`src/dtc_pkg.sv`:
```
// Shared constants for the DRAM timing control block.
// Assumes a 32-bit APB register bus and a single 20 MHz core clock.
package dtc_pkg;
    // Clock rate of core_clk_i in kHz.
    localparam int CLK_KHZ = 20000;

    // Register byte addresses.
    localparam logic [7:0] ADDR_TIMING = 8'h58;
    localparam logic [7:0] ADDR_CTRL = 8'h5C;
    localparam logic [7:0] ADDR_STATUS = 8'h60;

    // Field positions of dram_access_timing.
    localparam int TM_ADDR_WAIT = 0;
    localparam int TM_EDO_RCD = 1;
    localparam int TM_EDO_RPT = 2;
    localparam int TM_RD_BURST = 3;
    localparam int TM_WR_BURST = 4;
    localparam int TM_SD_CL = 5;
    localparam int TM_SD_RCD = 6;
    localparam int TM_SD_RPT = 7;
    localparam logic [7:0] TIMING_RESET = 8'h00;

    // Field positions of the control register.
    localparam int CT_SDRAM = 0;
    localparam int CT_ECC = 1;
    localparam logic [1:0] CTRL_RESET = 2'h0;

    // Field positions of the status register.
    localparam int ST_BUSY = 0;
    localparam int ST_COUNT_LSB = 8;

    // Access kinds.
    localparam logic [1:0] KIND_PAGE_HIT = 2'h0;
    localparam logic [1:0] KIND_ROW_MISS = 2'h1;
    localparam logic [1:0] KIND_PAGE_MISS = 2'h2;

    // Base leadoff counts at the fastest settings but the slow EDO RAS-to-CAS delay, in clocks.
    localparam logic [4:0] EDO_FIRST_PH = 5'h08;
    localparam logic [4:0] EDO_FIRST_RM = 5'h0A;
    localparam logic [4:0] EDO_FIRST_PM = 5'h0D;
    localparam logic [4:0] EDO_PIPE_PH = 5'h02;
    localparam logic [4:0] EDO_PIPE_RM = 5'h06;
    localparam logic [4:0] EDO_PIPE_PM = 5'h08;
    localparam logic [4:0] SD_FIRST_PH = 5'h08;
    localparam logic [4:0] SD_FIRST_RM = 5'h0A;
    localparam logic [4:0] SD_FIRST_PM = 5'h0C;
    localparam logic [4:0] SD_PIPE_PH = 5'h02;
    localparam logic [4:0] SD_PIPE_RM = 5'h04;
    localparam logic [4:0] SD_PIPE_PM = 5'h05;

    // Clocks per subsequent burst transfer.
    localparam logic [4:0] EDO_BURST_FAST = 5'h02;
    localparam logic [4:0] EDO_BURST_SLOW = 5'h03;
    localparam logic [4:0] SD_BURST = 5'h01;

    // Transfers in one burst.
    localparam int BURST_LEN = 4;

    typedef enum logic [2:0] {
        DTC_IDLE = 3'b001,
        DTC_LEAD = 3'b010,
        DTC_BURST = 3'b100
    } dtc_state_e;
endpackage

```
`src/dtc_timing_ctrl.sv`:
```
// DRAM timing control: timing register on APB and a leadoff/burst sequencer.
// Assumes an APB master on core_clk_i and a memory front end issuing requests.
// The front end names the kind of each access; rows are not tracked here.
//
// The implementer's own choice: the APB slave port.
`timescale 1ns/1ps

////////////////////////////////////////////////////////////////////////////
module dtc_timing_ctrl (
    input wire logic core_clk_i,
    input wire logic sys_rst_i,
    input wire logic psel,
    input wire logic penable,
    input wire logic pwrite,
    input wire logic [7:0] paddr,
    input wire logic [31:0] pwdata,
    output logic [31:0] prdata,
    output logic pready,
    output logic pslverr,
    input wire logic access_req_i,
    input wire logic access_write_i,
    input wire logic [1:0] access_kind_i,
    input wire logic access_pipelined_i,
    input wire logic access_ras_active_i,
    output logic access_busy_o,
    output logic data_beat_o,
    output logic access_done_o,
    output logic [4:0] leadoff_count_o
);
    ////////////////////////////////////////////////////////////////////////
    // Register file and APB slave.
    //
    // Map, one word each, upper bits zero:
    //   0x58 timing, fields below.
    //   0x5C control: bit 0 SDRAM, bit 1 ECC.
    //   0x60 status, read only: bit 0 busy,
    //   bits 12:8 last leadoff count.
    // Status writes are accepted and dropped.
    // Upper pwdata bits are ignored.
    //
    // Timing fields, 1 faster except bit 5 on a pipelined SDRAM page hit:
    //   bit 0 address wait state.
    //   bit 1 EDO RAS-to-CAS delay.
    //   bit 2 EDO precharge.
    //   bit 3 EDO read burst rate.
    //   bit 4 EDO write burst rate.
    //   bit 5 SDRAM CAS latency.
    //   bit 6 SDRAM RAS-to-CAS delay.
    //   bit 7 SDRAM precharge.
    //
    // Reset leaves all fields slow, which is
    // safe for any memory fitted.
    // Bit 1 should stay 0 on EDO parts: the
    // short delay erodes access margin.
    //
    logic [7:0] dram_access_timing;
    logic [7:0] next_timing;
    logic [1:0] ctrl;
    logic [1:0] next_ctrl;
    logic [31:0] next_prdata;
    logic next_pready;
    logic next_pslverr;
    logic setup_phase;
    logic access_phase;
    logic addr_hit;
    logic [31:0] read_mux;

    // Sequencer state, declared here because the status read needs it.
    dtc_pkg::dtc_state_e state;
    dtc_pkg::dtc_state_e next_state;
    logic [4:0] last_leadoff;
    logic [4:0] next_last_leadoff;

    // Bus timing seen by the master:
    //   setup: read data latched.
    //   access: pready, one cycle, no wait.
    //   end of access: write stored.
    // Unmapped addresses answer with pslverr
    // so a bad pointer cannot hang the bus.
    // The pslverr flag shares pready's timing.
    // Reads of status see live state.
    //
    // Read data is captured in the setup cycle so that prdata is a flop and
    // the slave can answer with no wait state.
    always_comb begin
        setup_phase = psel && !penable;
        access_phase = psel && penable && pready;
        addr_hit = (paddr == dtc_pkg::ADDR_TIMING) || (paddr == dtc_pkg::ADDR_CTRL)
            || (paddr == dtc_pkg::ADDR_STATUS);
        read_mux = 32'h0000_0000;
        case (paddr)
            dtc_pkg::ADDR_TIMING: read_mux[7:0] = dram_access_timing;
            dtc_pkg::ADDR_CTRL: read_mux[1:0] = ctrl;
            dtc_pkg::ADDR_STATUS: begin
                read_mux[dtc_pkg::ST_BUSY] = (state != dtc_pkg::DTC_IDLE);
                read_mux[dtc_pkg::ST_COUNT_LSB +: 5] = last_leadoff;
            end
            default: read_mux = 32'h0000_0000;
        endcase
        // Answer follows setup only, so
        // back-to-back transfers just work.
        next_pready = setup_phase;
        next_pslverr = setup_phase && !addr_hit;
        next_prdata = prdata;
        if (setup_phase) begin
            next_prdata = (pwrite || !addr_hit) ? 32'h0000_0000 : read_mux;
        end
        // Hold unless a write completes.
        next_timing = dram_access_timing;
        next_ctrl = ctrl;
        // Writes take effect only at the completing edge of the access phase.
        if (access_phase && pwrite) begin
            if (paddr == dtc_pkg::ADDR_TIMING) begin
                next_timing = pwdata[7:0];
            end
            if (paddr == dtc_pkg::ADDR_CTRL) begin
                next_ctrl = pwdata[1:0];
            end
        end
    end

    // Register stage; reset is all slow.
    always_ff @(posedge core_clk_i) begin
        if (sys_rst_i) begin
            dram_access_timing <= dtc_pkg::TIMING_RESET;
            ctrl <= dtc_pkg::CTRL_RESET;
            prdata <= 32'h0000_0000;
            pready <= 1'b0;
            pslverr <= 1'b0;
        end else begin
            dram_access_timing <= next_timing;
            ctrl <= next_ctrl;
            prdata <= next_prdata;
            pready <= next_pready;
            pslverr <= next_pslverr;
        end
    end

    ////////////////////////////////////////////////////////////////////////
    // Pure logic; its result matters only in
    // the cycle a request is taken. Kind 3
    // counts as a page miss, the safer case.
    // The leadoff rules live in there.
    //
    // Leadoff count from the live settings, sampled only when a request is
    // taken, so a later register write cannot disturb the running access.
    logic [4:0] calc_count;

    dtc_leadoff_calc u_calc (
        .is_sdram_i(ctrl[dtc_pkg::CT_SDRAM]),
        .ecc_en_i(ctrl[dtc_pkg::CT_ECC]),
        .timing_i(dram_access_timing),
        .kind_i(access_kind_i),
        .pipelined_i(access_pipelined_i),
        .ras_active_i(access_ras_active_i),
        .count_o(calc_count)
    );

    ////////////////////////////////////////////////////////////////////////
    // Sequencer: leadoff interval, then the remaining burst transfers.
    //
    // One access, from the taking edge:
    //   cycle 1: busy and count published.
    //   cycle N+1: first beat, N the leadoff.
    //   then every B cycles: three more.
    //   last beat: done, busy drops.
    // The counter flags its last clock and
    // the beat flop adds one, hence N+1.
    // A new request may be taken at the
    // edge ending done: no clock lost.
    // Requests while busy are dropped; the
    // front end holds its request until
    // busy is seen low.
    // Burst length is fixed at four.
    // Pipelined accesses share this path.
    //
    logic [4:0] beat_clocks;
    logic [4:0] next_beat_clocks;
    logic [1:0] beats_left;
    logic [1:0] next_beats_left;
    logic cnt_load;
    logic [4:0] cnt_value;
    logic cnt_last;
    logic next_beat;
    logic next_done;
    logic req_taken;

    // Five bits cover the longest leadoff,
    // slow settings and ECC included.
    dtc_cycle_counter #(
        .WIDTH(5)
    ) u_counter (
        .core_clk_i(core_clk_i),
        .sys_rst_i(sys_rst_i),
        .load_i(cnt_load),
        .load_value_i(cnt_value),
        .last_o(cnt_last)
    );

    // All an access needs is captured when
    // it is taken, so a register write
    // mid-access cannot bend its timing.
    // The rate resets to slow EDO, unused.
    //
    // The burst rate is frozen at request time together with the leadoff.
    always_comb begin
        next_state = state;
        next_beat_clocks = beat_clocks;
        next_beats_left = beats_left;
        next_last_leadoff = last_leadoff;
        cnt_load = 1'b0;
        cnt_value = calc_count;
        next_beat = 1'b0;
        next_done = 1'b0;
        req_taken = (state == dtc_pkg::DTC_IDLE) && access_req_i;
        // Only idle takes a request.
        case (state)
            dtc_pkg::DTC_IDLE: begin
                if (access_req_i) begin
                    cnt_load = 1'b1;
                    next_last_leadoff = calc_count;
                    next_beats_left = 2'(dtc_pkg::BURST_LEN - 1);
                    if (ctrl[dtc_pkg::CT_SDRAM]) begin
                        next_beat_clocks = dtc_pkg::SD_BURST;
                    end else if (access_write_i ? dram_access_timing[dtc_pkg::TM_WR_BURST]
                        : dram_access_timing[dtc_pkg::TM_RD_BURST]) begin
                        next_beat_clocks = dtc_pkg::EDO_BURST_FAST;
                    end else begin
                        next_beat_clocks = dtc_pkg::EDO_BURST_SLOW;
                    end
                    next_state = dtc_pkg::DTC_LEAD;
                end
            end
            // Last leadoff clock: first beat.
            dtc_pkg::DTC_LEAD: begin
                if (cnt_last) begin
                    next_beat = 1'b1;
                    cnt_load = 1'b1;
                    cnt_value = beat_clocks;
                    next_state = dtc_pkg::DTC_BURST;
                end
            end
            // Fourth beat also ends the access.
            dtc_pkg::DTC_BURST: begin
                if (cnt_last) begin
                    next_beat = 1'b1;
                    next_beats_left = beats_left - 2'h1;
                    if (beats_left == 2'h1) begin
                        next_done = 1'b1;
                        next_state = dtc_pkg::DTC_IDLE;
                    end else begin
                        cnt_load = 1'b1;
                        cnt_value = beat_clocks;
                    end
                end
            end
            default: begin
                next_state = dtc_pkg::DTC_IDLE;
            end
        endcase
    end

    // Ports come from flops fed by the next
    // state, so each shows the state it names.
    // Busy thus drops with the last beat.
    // Done and last beat share a cycle.
    always_ff @(posedge core_clk_i) begin
        if (sys_rst_i) begin
            state <= dtc_pkg::DTC_IDLE;
            beat_clocks <= dtc_pkg::EDO_BURST_SLOW;
            beats_left <= 2'h0;
            last_leadoff <= 5'h00;
            access_busy_o <= 1'b0;
            data_beat_o <= 1'b0;
            access_done_o <= 1'b0;
            leadoff_count_o <= 5'h00;
        end else begin
            state <= next_state;
            beat_clocks <= next_beat_clocks;
            beats_left <= next_beats_left;
            last_leadoff <= next_last_leadoff;
            access_busy_o <= (next_state != dtc_pkg::DTC_IDLE);
            data_beat_o <= next_beat;
            access_done_o <= next_done;
            leadoff_count_o <= next_last_leadoff;
        end
    end
endmodule

```
`src/dtc_leadoff_calc.sv`:
```
// Leadoff clock count from the timing settings and the access kind.
// Assumes settings and request inputs are stable in the cycle it is read.
`timescale 1ns/1ps
module dtc_leadoff_calc (
    input wire logic is_sdram_i,
    input wire logic ecc_en_i,
    input wire logic [7:0] timing_i,
    input wire logic [1:0] kind_i,
    input wire logic pipelined_i,
    input wire logic ras_active_i,
    output logic [4:0] count_o
);
    ////////////////////////////////////////////////////////////////////////
    // Slow settings add a clock each (slow CL on a pipelined SDRAM page hit takes one off), address wait up to three; EDO miss bases assume slow RAS-to-CAS.
    logic slow;
    logic [4:0] base;
    logic [4:0] extra;
    always_comb begin
        slow = !timing_i[dtc_pkg::TM_ADDR_WAIT];
        base = 5'h00;
        extra = 5'h00;
        if (is_sdram_i) begin
            case (kind_i)
                dtc_pkg::KIND_PAGE_HIT: begin
                    base = pipelined_i ? dtc_pkg::SD_PIPE_PH : dtc_pkg::SD_FIRST_PH;
                    // Longer latency lengthens first leadoff but shortens the pipelined one.
                    if (pipelined_i) begin
                        base = base - {4'h0, !timing_i[dtc_pkg::TM_SD_CL]};
                    end else begin
                        extra = {4'h0, !timing_i[dtc_pkg::TM_SD_CL]};
                    end
                    extra = extra + {4'h0, slow};
                end
                dtc_pkg::KIND_ROW_MISS: begin
                    base = pipelined_i ? dtc_pkg::SD_PIPE_RM : dtc_pkg::SD_FIRST_RM;
                    extra = {4'h0, !timing_i[dtc_pkg::TM_SD_CL]}
                        + {4'h0, !timing_i[dtc_pkg::TM_SD_RCD]}
                        + {3'h0, slow, 1'b0};
                end
                default: begin
                    base = pipelined_i ? dtc_pkg::SD_PIPE_PM : dtc_pkg::SD_FIRST_PM;
                    extra = {4'h0, !timing_i[dtc_pkg::TM_SD_CL]}
                        + {4'h0, !timing_i[dtc_pkg::TM_SD_RCD]}
                        + {4'h0, !timing_i[dtc_pkg::TM_SD_RPT]}
                        + {3'h0, slow, 1'b0} + {4'h0, slow};
                end
            endcase
        end else begin
            case (kind_i)
                dtc_pkg::KIND_PAGE_HIT: begin
                    base = pipelined_i ? dtc_pkg::EDO_PIPE_PH : dtc_pkg::EDO_FIRST_PH;
                    extra = {4'h0, slow};
                end
                dtc_pkg::KIND_ROW_MISS: begin
                    base = pipelined_i ? dtc_pkg::EDO_PIPE_RM : dtc_pkg::EDO_FIRST_RM;
                    // The tabulated base assumes the 3-clock delay.
                    base = base - {4'h0, timing_i[dtc_pkg::TM_EDO_RCD]};
                    extra = pipelined_i ? {4'h0, slow} : {3'h0, slow, 1'b0};
                end
                default: begin
                    base = pipelined_i ? dtc_pkg::EDO_PIPE_PM : dtc_pkg::EDO_FIRST_PM;
                    base = base - {4'h0, timing_i[dtc_pkg::TM_EDO_RCD]};
                    extra = {4'h0, !timing_i[dtc_pkg::TM_EDO_RPT]}
                        + (pipelined_i ? {4'h0, slow} : {3'h0, slow, 1'b0});
                end
            endcase
        end
        // A live row strobe must be negated first on a non-pipelined row miss.
        if (kind_i == dtc_pkg::KIND_ROW_MISS && !pipelined_i && ras_active_i) begin
            extra = extra + 5'h01;
        end
        if (ecc_en_i) begin
            extra = extra + 5'h01;
        end
        count_o = base + extra;
    end
endmodule

```
`src/dtc_cycle_counter.sv`:
```
// Loadable down counter that flags the last clock of a loaded interval.
// Assumes a load value of at least one.
`timescale 1ns/1ps
module dtc_cycle_counter #(
    parameter int WIDTH = 5
) (
    input wire logic core_clk_i,
    input wire logic sys_rst_i,
    input wire logic load_i,
    input wire logic [WIDTH-1:0] load_value_i,
    output logic last_o
);
    ////////////////////////////////////////////////////////////////////////
    logic [WIDTH-1:0] count;
    logic [WIDTH-1:0] next_count;

    // A load wins over the count, so back-to-back intervals lose no clock.
    always_comb begin
        next_count = count;
        if (load_i) begin
            next_count = load_value_i;
        end else if (count != '0) begin
            next_count = count - WIDTH'(1);
        end
    end

    always_ff @(posedge core_clk_i) begin
        if (sys_rst_i) begin
            count <= '0;
        end else begin
            count <= next_count;
        end
    end

    assign last_o = (count == WIDTH'(1));
endmodule

```
`config.mk`:
```
export PLATFORM = sky130hd
export DESIGN_NAME = dtc_timing_ctrl
export DESIGN_NICKNAME = d
export VERILOG_FILES = /design/src/dtc_pkg.sv /design/src/dtc_timing_ctrl.sv /design/src/dtc_leadoff_calc.sv /design/src/dtc_cycle_counter.sv
export SDC_FILE = /design/constraint.sdc
export NUM_CORES = 1
export LEC_CHECK = 0
export BUFFER_PORTS_ARGS = -buffer_cell sky130_fd_sc_hd__buf_4
export CORE_UTILIZATION = 51
export DETAILED_ROUTE_END_ITERATION = 8
export PLACE_DENSITY = 0.81
export SYNTH_ARGS = -nofsm -noshare
export SYNTH_HDL_FRONTEND = slang
export SYNTH_SLANG_ARGS = --single-unit
export TNS_END_PERCENT = 30
```
`constraint.sdc`:
```
create_clock -name core_clk_i -period 4.7 [get_ports core_clk_i]
set_input_delay 0.235 -clock core_clk_i [delete_from_list [all_inputs] [get_ports core_clk_i]]
set_output_delay 0.235 -clock core_clk_i [all_outputs]
set_load 0.03 [all_outputs]
```
# Yosys cells after proc, flatten, opt, wreduce, memory -nomap -nowiden
# Index checks and enable logic that the tools add are counted.
# word_totals
regBits	67
in_bits	51
out_inout_bits	42
elab_cells	119
# op_classes
add_sub_neg	15
n_eq_ne	13
n_mux	46
bitwise	3
reduce_logical	29
# ops
operator	count
5-bit two-way mux	13
5-bit case mux with 2 select lines	5
8-bit by 7-bit equality test with 1-bit output (second input constant)	3
4-bit two-way mux	4
5-bit by 1-bit adder with 5-bit output	3
3-bit two-way mux	5
13-bit two-way mux	1
5-bit by 1-bit adder with 5-bit output (second input constant)	2
5-bit by 2-bit adder with 5-bit output	2
5-bit by 1-bit subtractor with 5-bit output	2
3-bit case mux with 3 select lines	1
1-bit zero test	8
1-bit two-way mux	8
2-bit two-way mux	4
1-bit logical AND	7
6-bit two-way mux	1
3-bit by 1-bit inequality test with 1-bit output (second input constant)	2
1-bit case mux with 3 select lines	2
2-bit AND reduction	3
1-bit by 5-bit adder with 5-bit output	1
5-bit adder	1
5-bit by 1-bit equality test with 1-bit output (second input constant)	1
5-bit nonzero test	1
4-bit by 1-bit subtractor with 5-bit output	1
other kinds (17)	25

# Logic depth before layout (Yosys ltp)
# depth
word_depth	16
mapped_depth	19
ltp_nobuf	19

# Cells and area by module
# A second synthesis with hierarchy kept.
# unflattened
hier_cells	315
hier_area_um2	2735.1
# modules_own_cells
module	n_inst	cells_each	area_per_inst_um2
dtc_timing_ctrl	1	195	1762.9
dtc_leadoff_calc	1	85	663.1
dtc_cycle_counter	1	35	309.0

# Worst setup path before layout
# No wires, ideal clock.
# synth_timing
kind	reg-to-reg
start	register dram_access_timing[5]
end	register u_counter.count[4]
arrival_ns	4.242
required_ns	4.613
path_slack_ns	0.371
stages_incl_launch_ff	19
path_buffers	0
synth_period_minus_slack_ns	4.329
path_cell_list	dfxtp_1 inv_1 ha_1 fa_1 fa_1 mux2_2 a2bb2oi_2 nand2_1 ha_1 nor2_1 a31oi_1 ha_1 mux2_2 fa_1 a21o_1 a21oi_1 nor3b_1 mux2i_1 o31ai_1
# synth_between
elab_chain_len	16
elab_cells_between_ends	26
classes_between	10 x add/sub; 15 x mux; 1 x reduce/logical
# synth_rtl
item	line_no	text
start: declaration	dtc_timing_ctrl.sv:56	logic [7:0] dram_access_timing;
start signal: assignment	dtc_timing_ctrl.sv:125	dram_access_timing <= dtc_pkg::TIMING_RESET;
start signal: assignment	dtc_timing_ctrl.sv:131	dram_access_timing <= next_timing;
1-bit zero test *	-	
1-bit by 1-bit adder with 2-bit output / 1-bit two-way mux (equally long branches)	dtc_leadoff_calc.sv:37, dtc_leadoff_calc.sv:43, dtc_leadoff_calc.sv:27	
5-bit by 1-bit adder with 5-bit output / 5-bit two-way mux (equally long branches)	dtc_leadoff_calc.sv:44, dtc_leadoff_calc.sv:23	
5-bit by 2-bit adder with 5-bit output / 5-bit two-way mux (equally long branches)	dtc_leadoff_calc.sv:45, dtc_leadoff_calc.sv:22	
5-bit by 1-bit adder with 5-bit output (on tied branches)	dtc_leadoff_calc.sv:45, dtc_leadoff_calc.sv:32	
5-bit case mux with 2 select lines	dtc_leadoff_calc.sv:23	case (kind_i)
5-bit two-way mux	dtc_leadoff_calc.sv:22	if (is_sdram_i) begin
5-bit by 1-bit adder with 5-bit output	dtc_leadoff_calc.sv:70	extra = extra + 5'h01;
5-bit two-way mux	dtc_leadoff_calc.sv:69	if (kind_i == dtc_pkg::KIND_ROW_MISS && !pipelined_i && ras_active_i) begin
5-bit by 1-bit adder with 5-bit output	dtc_leadoff_calc.sv:73	extra = extra + 5'h01;
5-bit two-way mux	dtc_leadoff_calc.sv:72	if (ecc_en_i) begin
5-bit adder *	dtc_leadoff_calc.sv:75	count_o = base + extra;
5-bit two-way mux	dtc_timing_ctrl.sv:248	if (beats_left == 2'h1) begin
5-bit two-way mux	dtc_timing_ctrl.sv:245	if (cnt_last) begin
5-bit case mux with 2 select lines *	dtc_timing_ctrl.sv:217	case (state)
5-bit two-way mux *	dtc_cycle_counter.sv:20	if (load_i) begin
end signal: assignment	dtc_cycle_counter.sv:31	count <= next_count;
end: declaration	dtc_cycle_counter.sv:14	logic [WIDTH-1:0] count;
# Every way passes the cells marked *; elsewhere a longest branch is shown, timed or not. The select of a mux whose other input is x is not followed.
# A chain may end at the register's enable or synchronous reset.

# Worst setup path after layout
# layout_timing
start	register dram_access_timing[6]
end	register u_counter.count[4]
# layout_between
elab_chain_len	16
elab_cells_between_ends	18
classes_between	8 x add/sub; 9 x mux; 1 x reduce/logical
# layout_rtl
item	line_no	text
1-bit zero test *	dtc_leadoff_calc.sv:37, dtc_leadoff_calc.sv:43	
1-bit by 1-bit adder with 2-bit output *	dtc_leadoff_calc.sv:37, dtc_leadoff_calc.sv:43	
5-bit by 1-bit adder with 5-bit output	dtc_leadoff_calc.sv:44	+ {4'h0, !timing_i[dtc_pkg::TM_SD_RPT]}
5-bit by 2-bit adder with 5-bit output	dtc_leadoff_calc.sv:45	+ {3'h0, slow, 1'b0} + {4'h0, slow};
5-bit by 1-bit adder with 5-bit output	dtc_leadoff_calc.sv:45	
5-bit case mux with 2 select lines *	dtc_leadoff_calc.sv:23	
5-bit two-way mux *	dtc_leadoff_calc.sv:22	
5-bit by 1-bit adder with 5-bit output	dtc_leadoff_calc.sv:70	
5-bit two-way mux *	dtc_leadoff_calc.sv:69	
5-bit by 1-bit adder with 5-bit output	dtc_leadoff_calc.sv:73	
5-bit two-way mux *	dtc_leadoff_calc.sv:72	
5-bit adder *	dtc_leadoff_calc.sv:75	
5-bit two-way mux	dtc_timing_ctrl.sv:248	
5-bit two-way mux	dtc_timing_ctrl.sv:245	
5-bit case mux with 2 select lines *	dtc_timing_ctrl.sv:217	
5-bit two-way mux *	dtc_cycle_counter.sv:20	
# Every way passes the cells marked *; elsewhere a longest branch is shown, timed or not.

==> qor.yml <==
max-cap-violations: 0
final_cells: 422
ys_ff_latch: 45
endpoint_kind: "register"
crit_required_ps: 4840
rows: 26
cts.htree.levels: 2
drt_iter0_markers: 144
hp-class: "primary input to register"
synth_edf_count: 0
start_util_pct: 53.6
rsz0062_at_grt: "false"
clock_skew_ps: 8.84
ctsHoldBuffers: 0
cts.sinks: 45
cts_buffer_depth: 2
synthArstFlopShare_pct: 0
synthCells: 308
crit_path_max_fanout: 3
arrival_ps: 4600
grt_max_degree: 48
drv_slew: 0
drc: 0
syn_area_sq_um: 2750
drt-vias-per-instance: 5.40
yosysWarnings: 0
p_per_area_nw_per_um2: 282
core_sq_um: 5140
cts_buffers: 5
crit_type: "register to register"
postRouteAntennaNets: 0
fin_area_sq_um: 3170
ir_worst_vdd_mv: 0.282
cts-root-buf: "clkbuf_8"
final_nets: 423
dp_hpwl_mm: 4.27
power.leakage_nw: 1.31
setup-violations-final: 0
grt_pass1_wl_mm: 9.07
place.gp.congestion: 0.832
tightestPinTransition_ps: 963
finalHoldViolCount: 0
final.setup.tns_ps: 0
status: "finished, final reports clean"
synth_ff_type: "dfxtp_1"
yosysTopAreaCellShare_pct: 32.7
fin_crit_sh_pct: 94.8
die_area_sq_um: 5690
grt_usage_pct: 21.0
placed_cells: 414
syn_area_per_cell_sq_um: 8.94
port-buffer-count: 49
overflow: 0
ys_types: 55
fin_ws_ps: 244
drive_gt1_share_pct: 22.2
fmax_mhz: 224
via_count: 2277
cts_tree: "done"
startpoint_type: "register"
synthTopCellsByArea: "dfxtp_1 33%, ha_1 7.7%, mux2i_1 5.5%, buf_4 5.2%, nor2_1 5.2%"
min_period_ps: 4460
yosys.area.top_type: "dfxtp_1"
wire_per_inst_um: 13.5
synth_commonest_cells: "45 x dfxtp_1, 38 x nor2_1, 25 x nand2_1"
wl_mm: 5.71
clk_latency_ps: 290
seq_area_frac_synth_pct: 32.7
drt_first_pass_iters: 4
path_clk_slew_ps: 80
grt_pass1_vias: 2002
synth.most_common_cell: "dfxtp_1"
area_growth_syn_to_layout_pct: 15.3
p_total_mw: 0.896
fillers: 446
antenna_found_initial: 0
max_slew_margin_pct: 35.3
antenna_cells: 0
num_io_pins: 93
place_area_sq_um: 3050
dp_slack_ps: 55.4
die_h_um: 75.5
die_x_um: 75.5
[critical path, stage by stage (launching register included)]
cell and delay (ps):
dfxtp_1 370, inv_1 50, ha_1 320, fa_1 390
fa_1 430, mux2_2 300, a2bb2oi_4 140, nand2_1 60
ha_1 270, nor2_1 50, a31oi_2 190, ha_1 260
mux2_2 290, fa_1 470, a21o_1 200, a21oi_2 140
nor3_1 60, mux2i_1 230, o31ai_1 110
[layout by cell type (no fill, tap or decap), drive strengths merged, types with 4 or more instances in the layout]
cell    Yosys  layout
ha         17      17
nor3b       4       4
xnor2       5       5
a21oi      14      14
nand2b      8       8
nor3       14      14
dfxtp      45      45
inv        14      14
buf        22      53
mux2        5       5
nor2       38      38
clkbuf     11       6
nor2b       4       4
conb        1      19
nand2      25      25
a211oi      4       4
a22oi      13      13
nand3b      4       4
mux2i      15      15
[cells by family after synthesis]
family,share of synthesized area [%]
XOR/XNOR,2.55
multiplexers,7.50
AND/OR/NAND/NOR,21.1
flip-flops,32.7
buffers and inverters,10.8
AO/OA/AOI/OAI,15.3
other,0.136
adder cells (fa/ha/maj),9.91
[final timing paths]
check,slack (ps),end,start,depth (start not counted)
max,240,u_counter.count[4],dram_access_timing[6],18
min,180,dram_access_timing[7],pwdata[7],3
max reg2reg,240,u_counter.count[4],dram_access_timing[6],18
min reg2reg,480,last_leadoff[0],last_leadoff[0],2
[layout make-up]
class / instances / area (sq um) / share of cell area [%]
Inverter: 14 / 52.6 / 1.66
Sequential cell: 45 / 901 / 28.4
Clock inverter: 1 / 7.51 / 0.237
Clock buffer: 6 / 82.6 / 2.60
Timing Repair Buffer: 53 / 398 / 12.5
Multi-Input combinational cell: 233 / 1640 / 51.8
Tap cell: 70 / 87.6 / 2.76
[registers in the layout (all words and copies together) (netlist names)]
signal              count
pslverr                 1
u_counter.count         5
last_leadoff            5
access_busy_o           1
prdata                 13
beat_clocks             2
beats_left              2
access_done_o           1
data_beat_o             1
pready                  1
dram_access_timing      8
ctrl                    2
state                   3
[through the flow]
| stage | hold WS (ps) | util, % |
|---|---|---|
| 6_report | 184 | 61.7 |
| 5_1_grt | 177 | 61.7 |
| 4_1_cts | 181 | 61.2 |
| 3_5_place_dp | 470 | 59.4 |
| 3_3_place_gp | 453 | 59.4 |
| 2_1_floorplan | 382 | - |
[metal layers]
layer | global-route usage, % | up-vias | routed length (um)
li1 | - | 1134 | -
met1 | 26.4 | 1071 | 2560
met4 | 6.38 | 0 | 70
met3 | 4.10 | 8 | 256
met2 | 36.4 | 64 | 2830
met5 | 0 | - | 0
[what timing repair did]
action                                  CTS  global route
setup buffers                             0             1
resized for setup                         0             3
endpoints found under the setup margin    0             2
[power by group]
part	switching [mW]	internal, mW
registers	0.0217	0.403
clock network	0.124	0.116
logic	0.136	0.0951
total	0.282	0.614
Power figures use the tool's default switching activity.
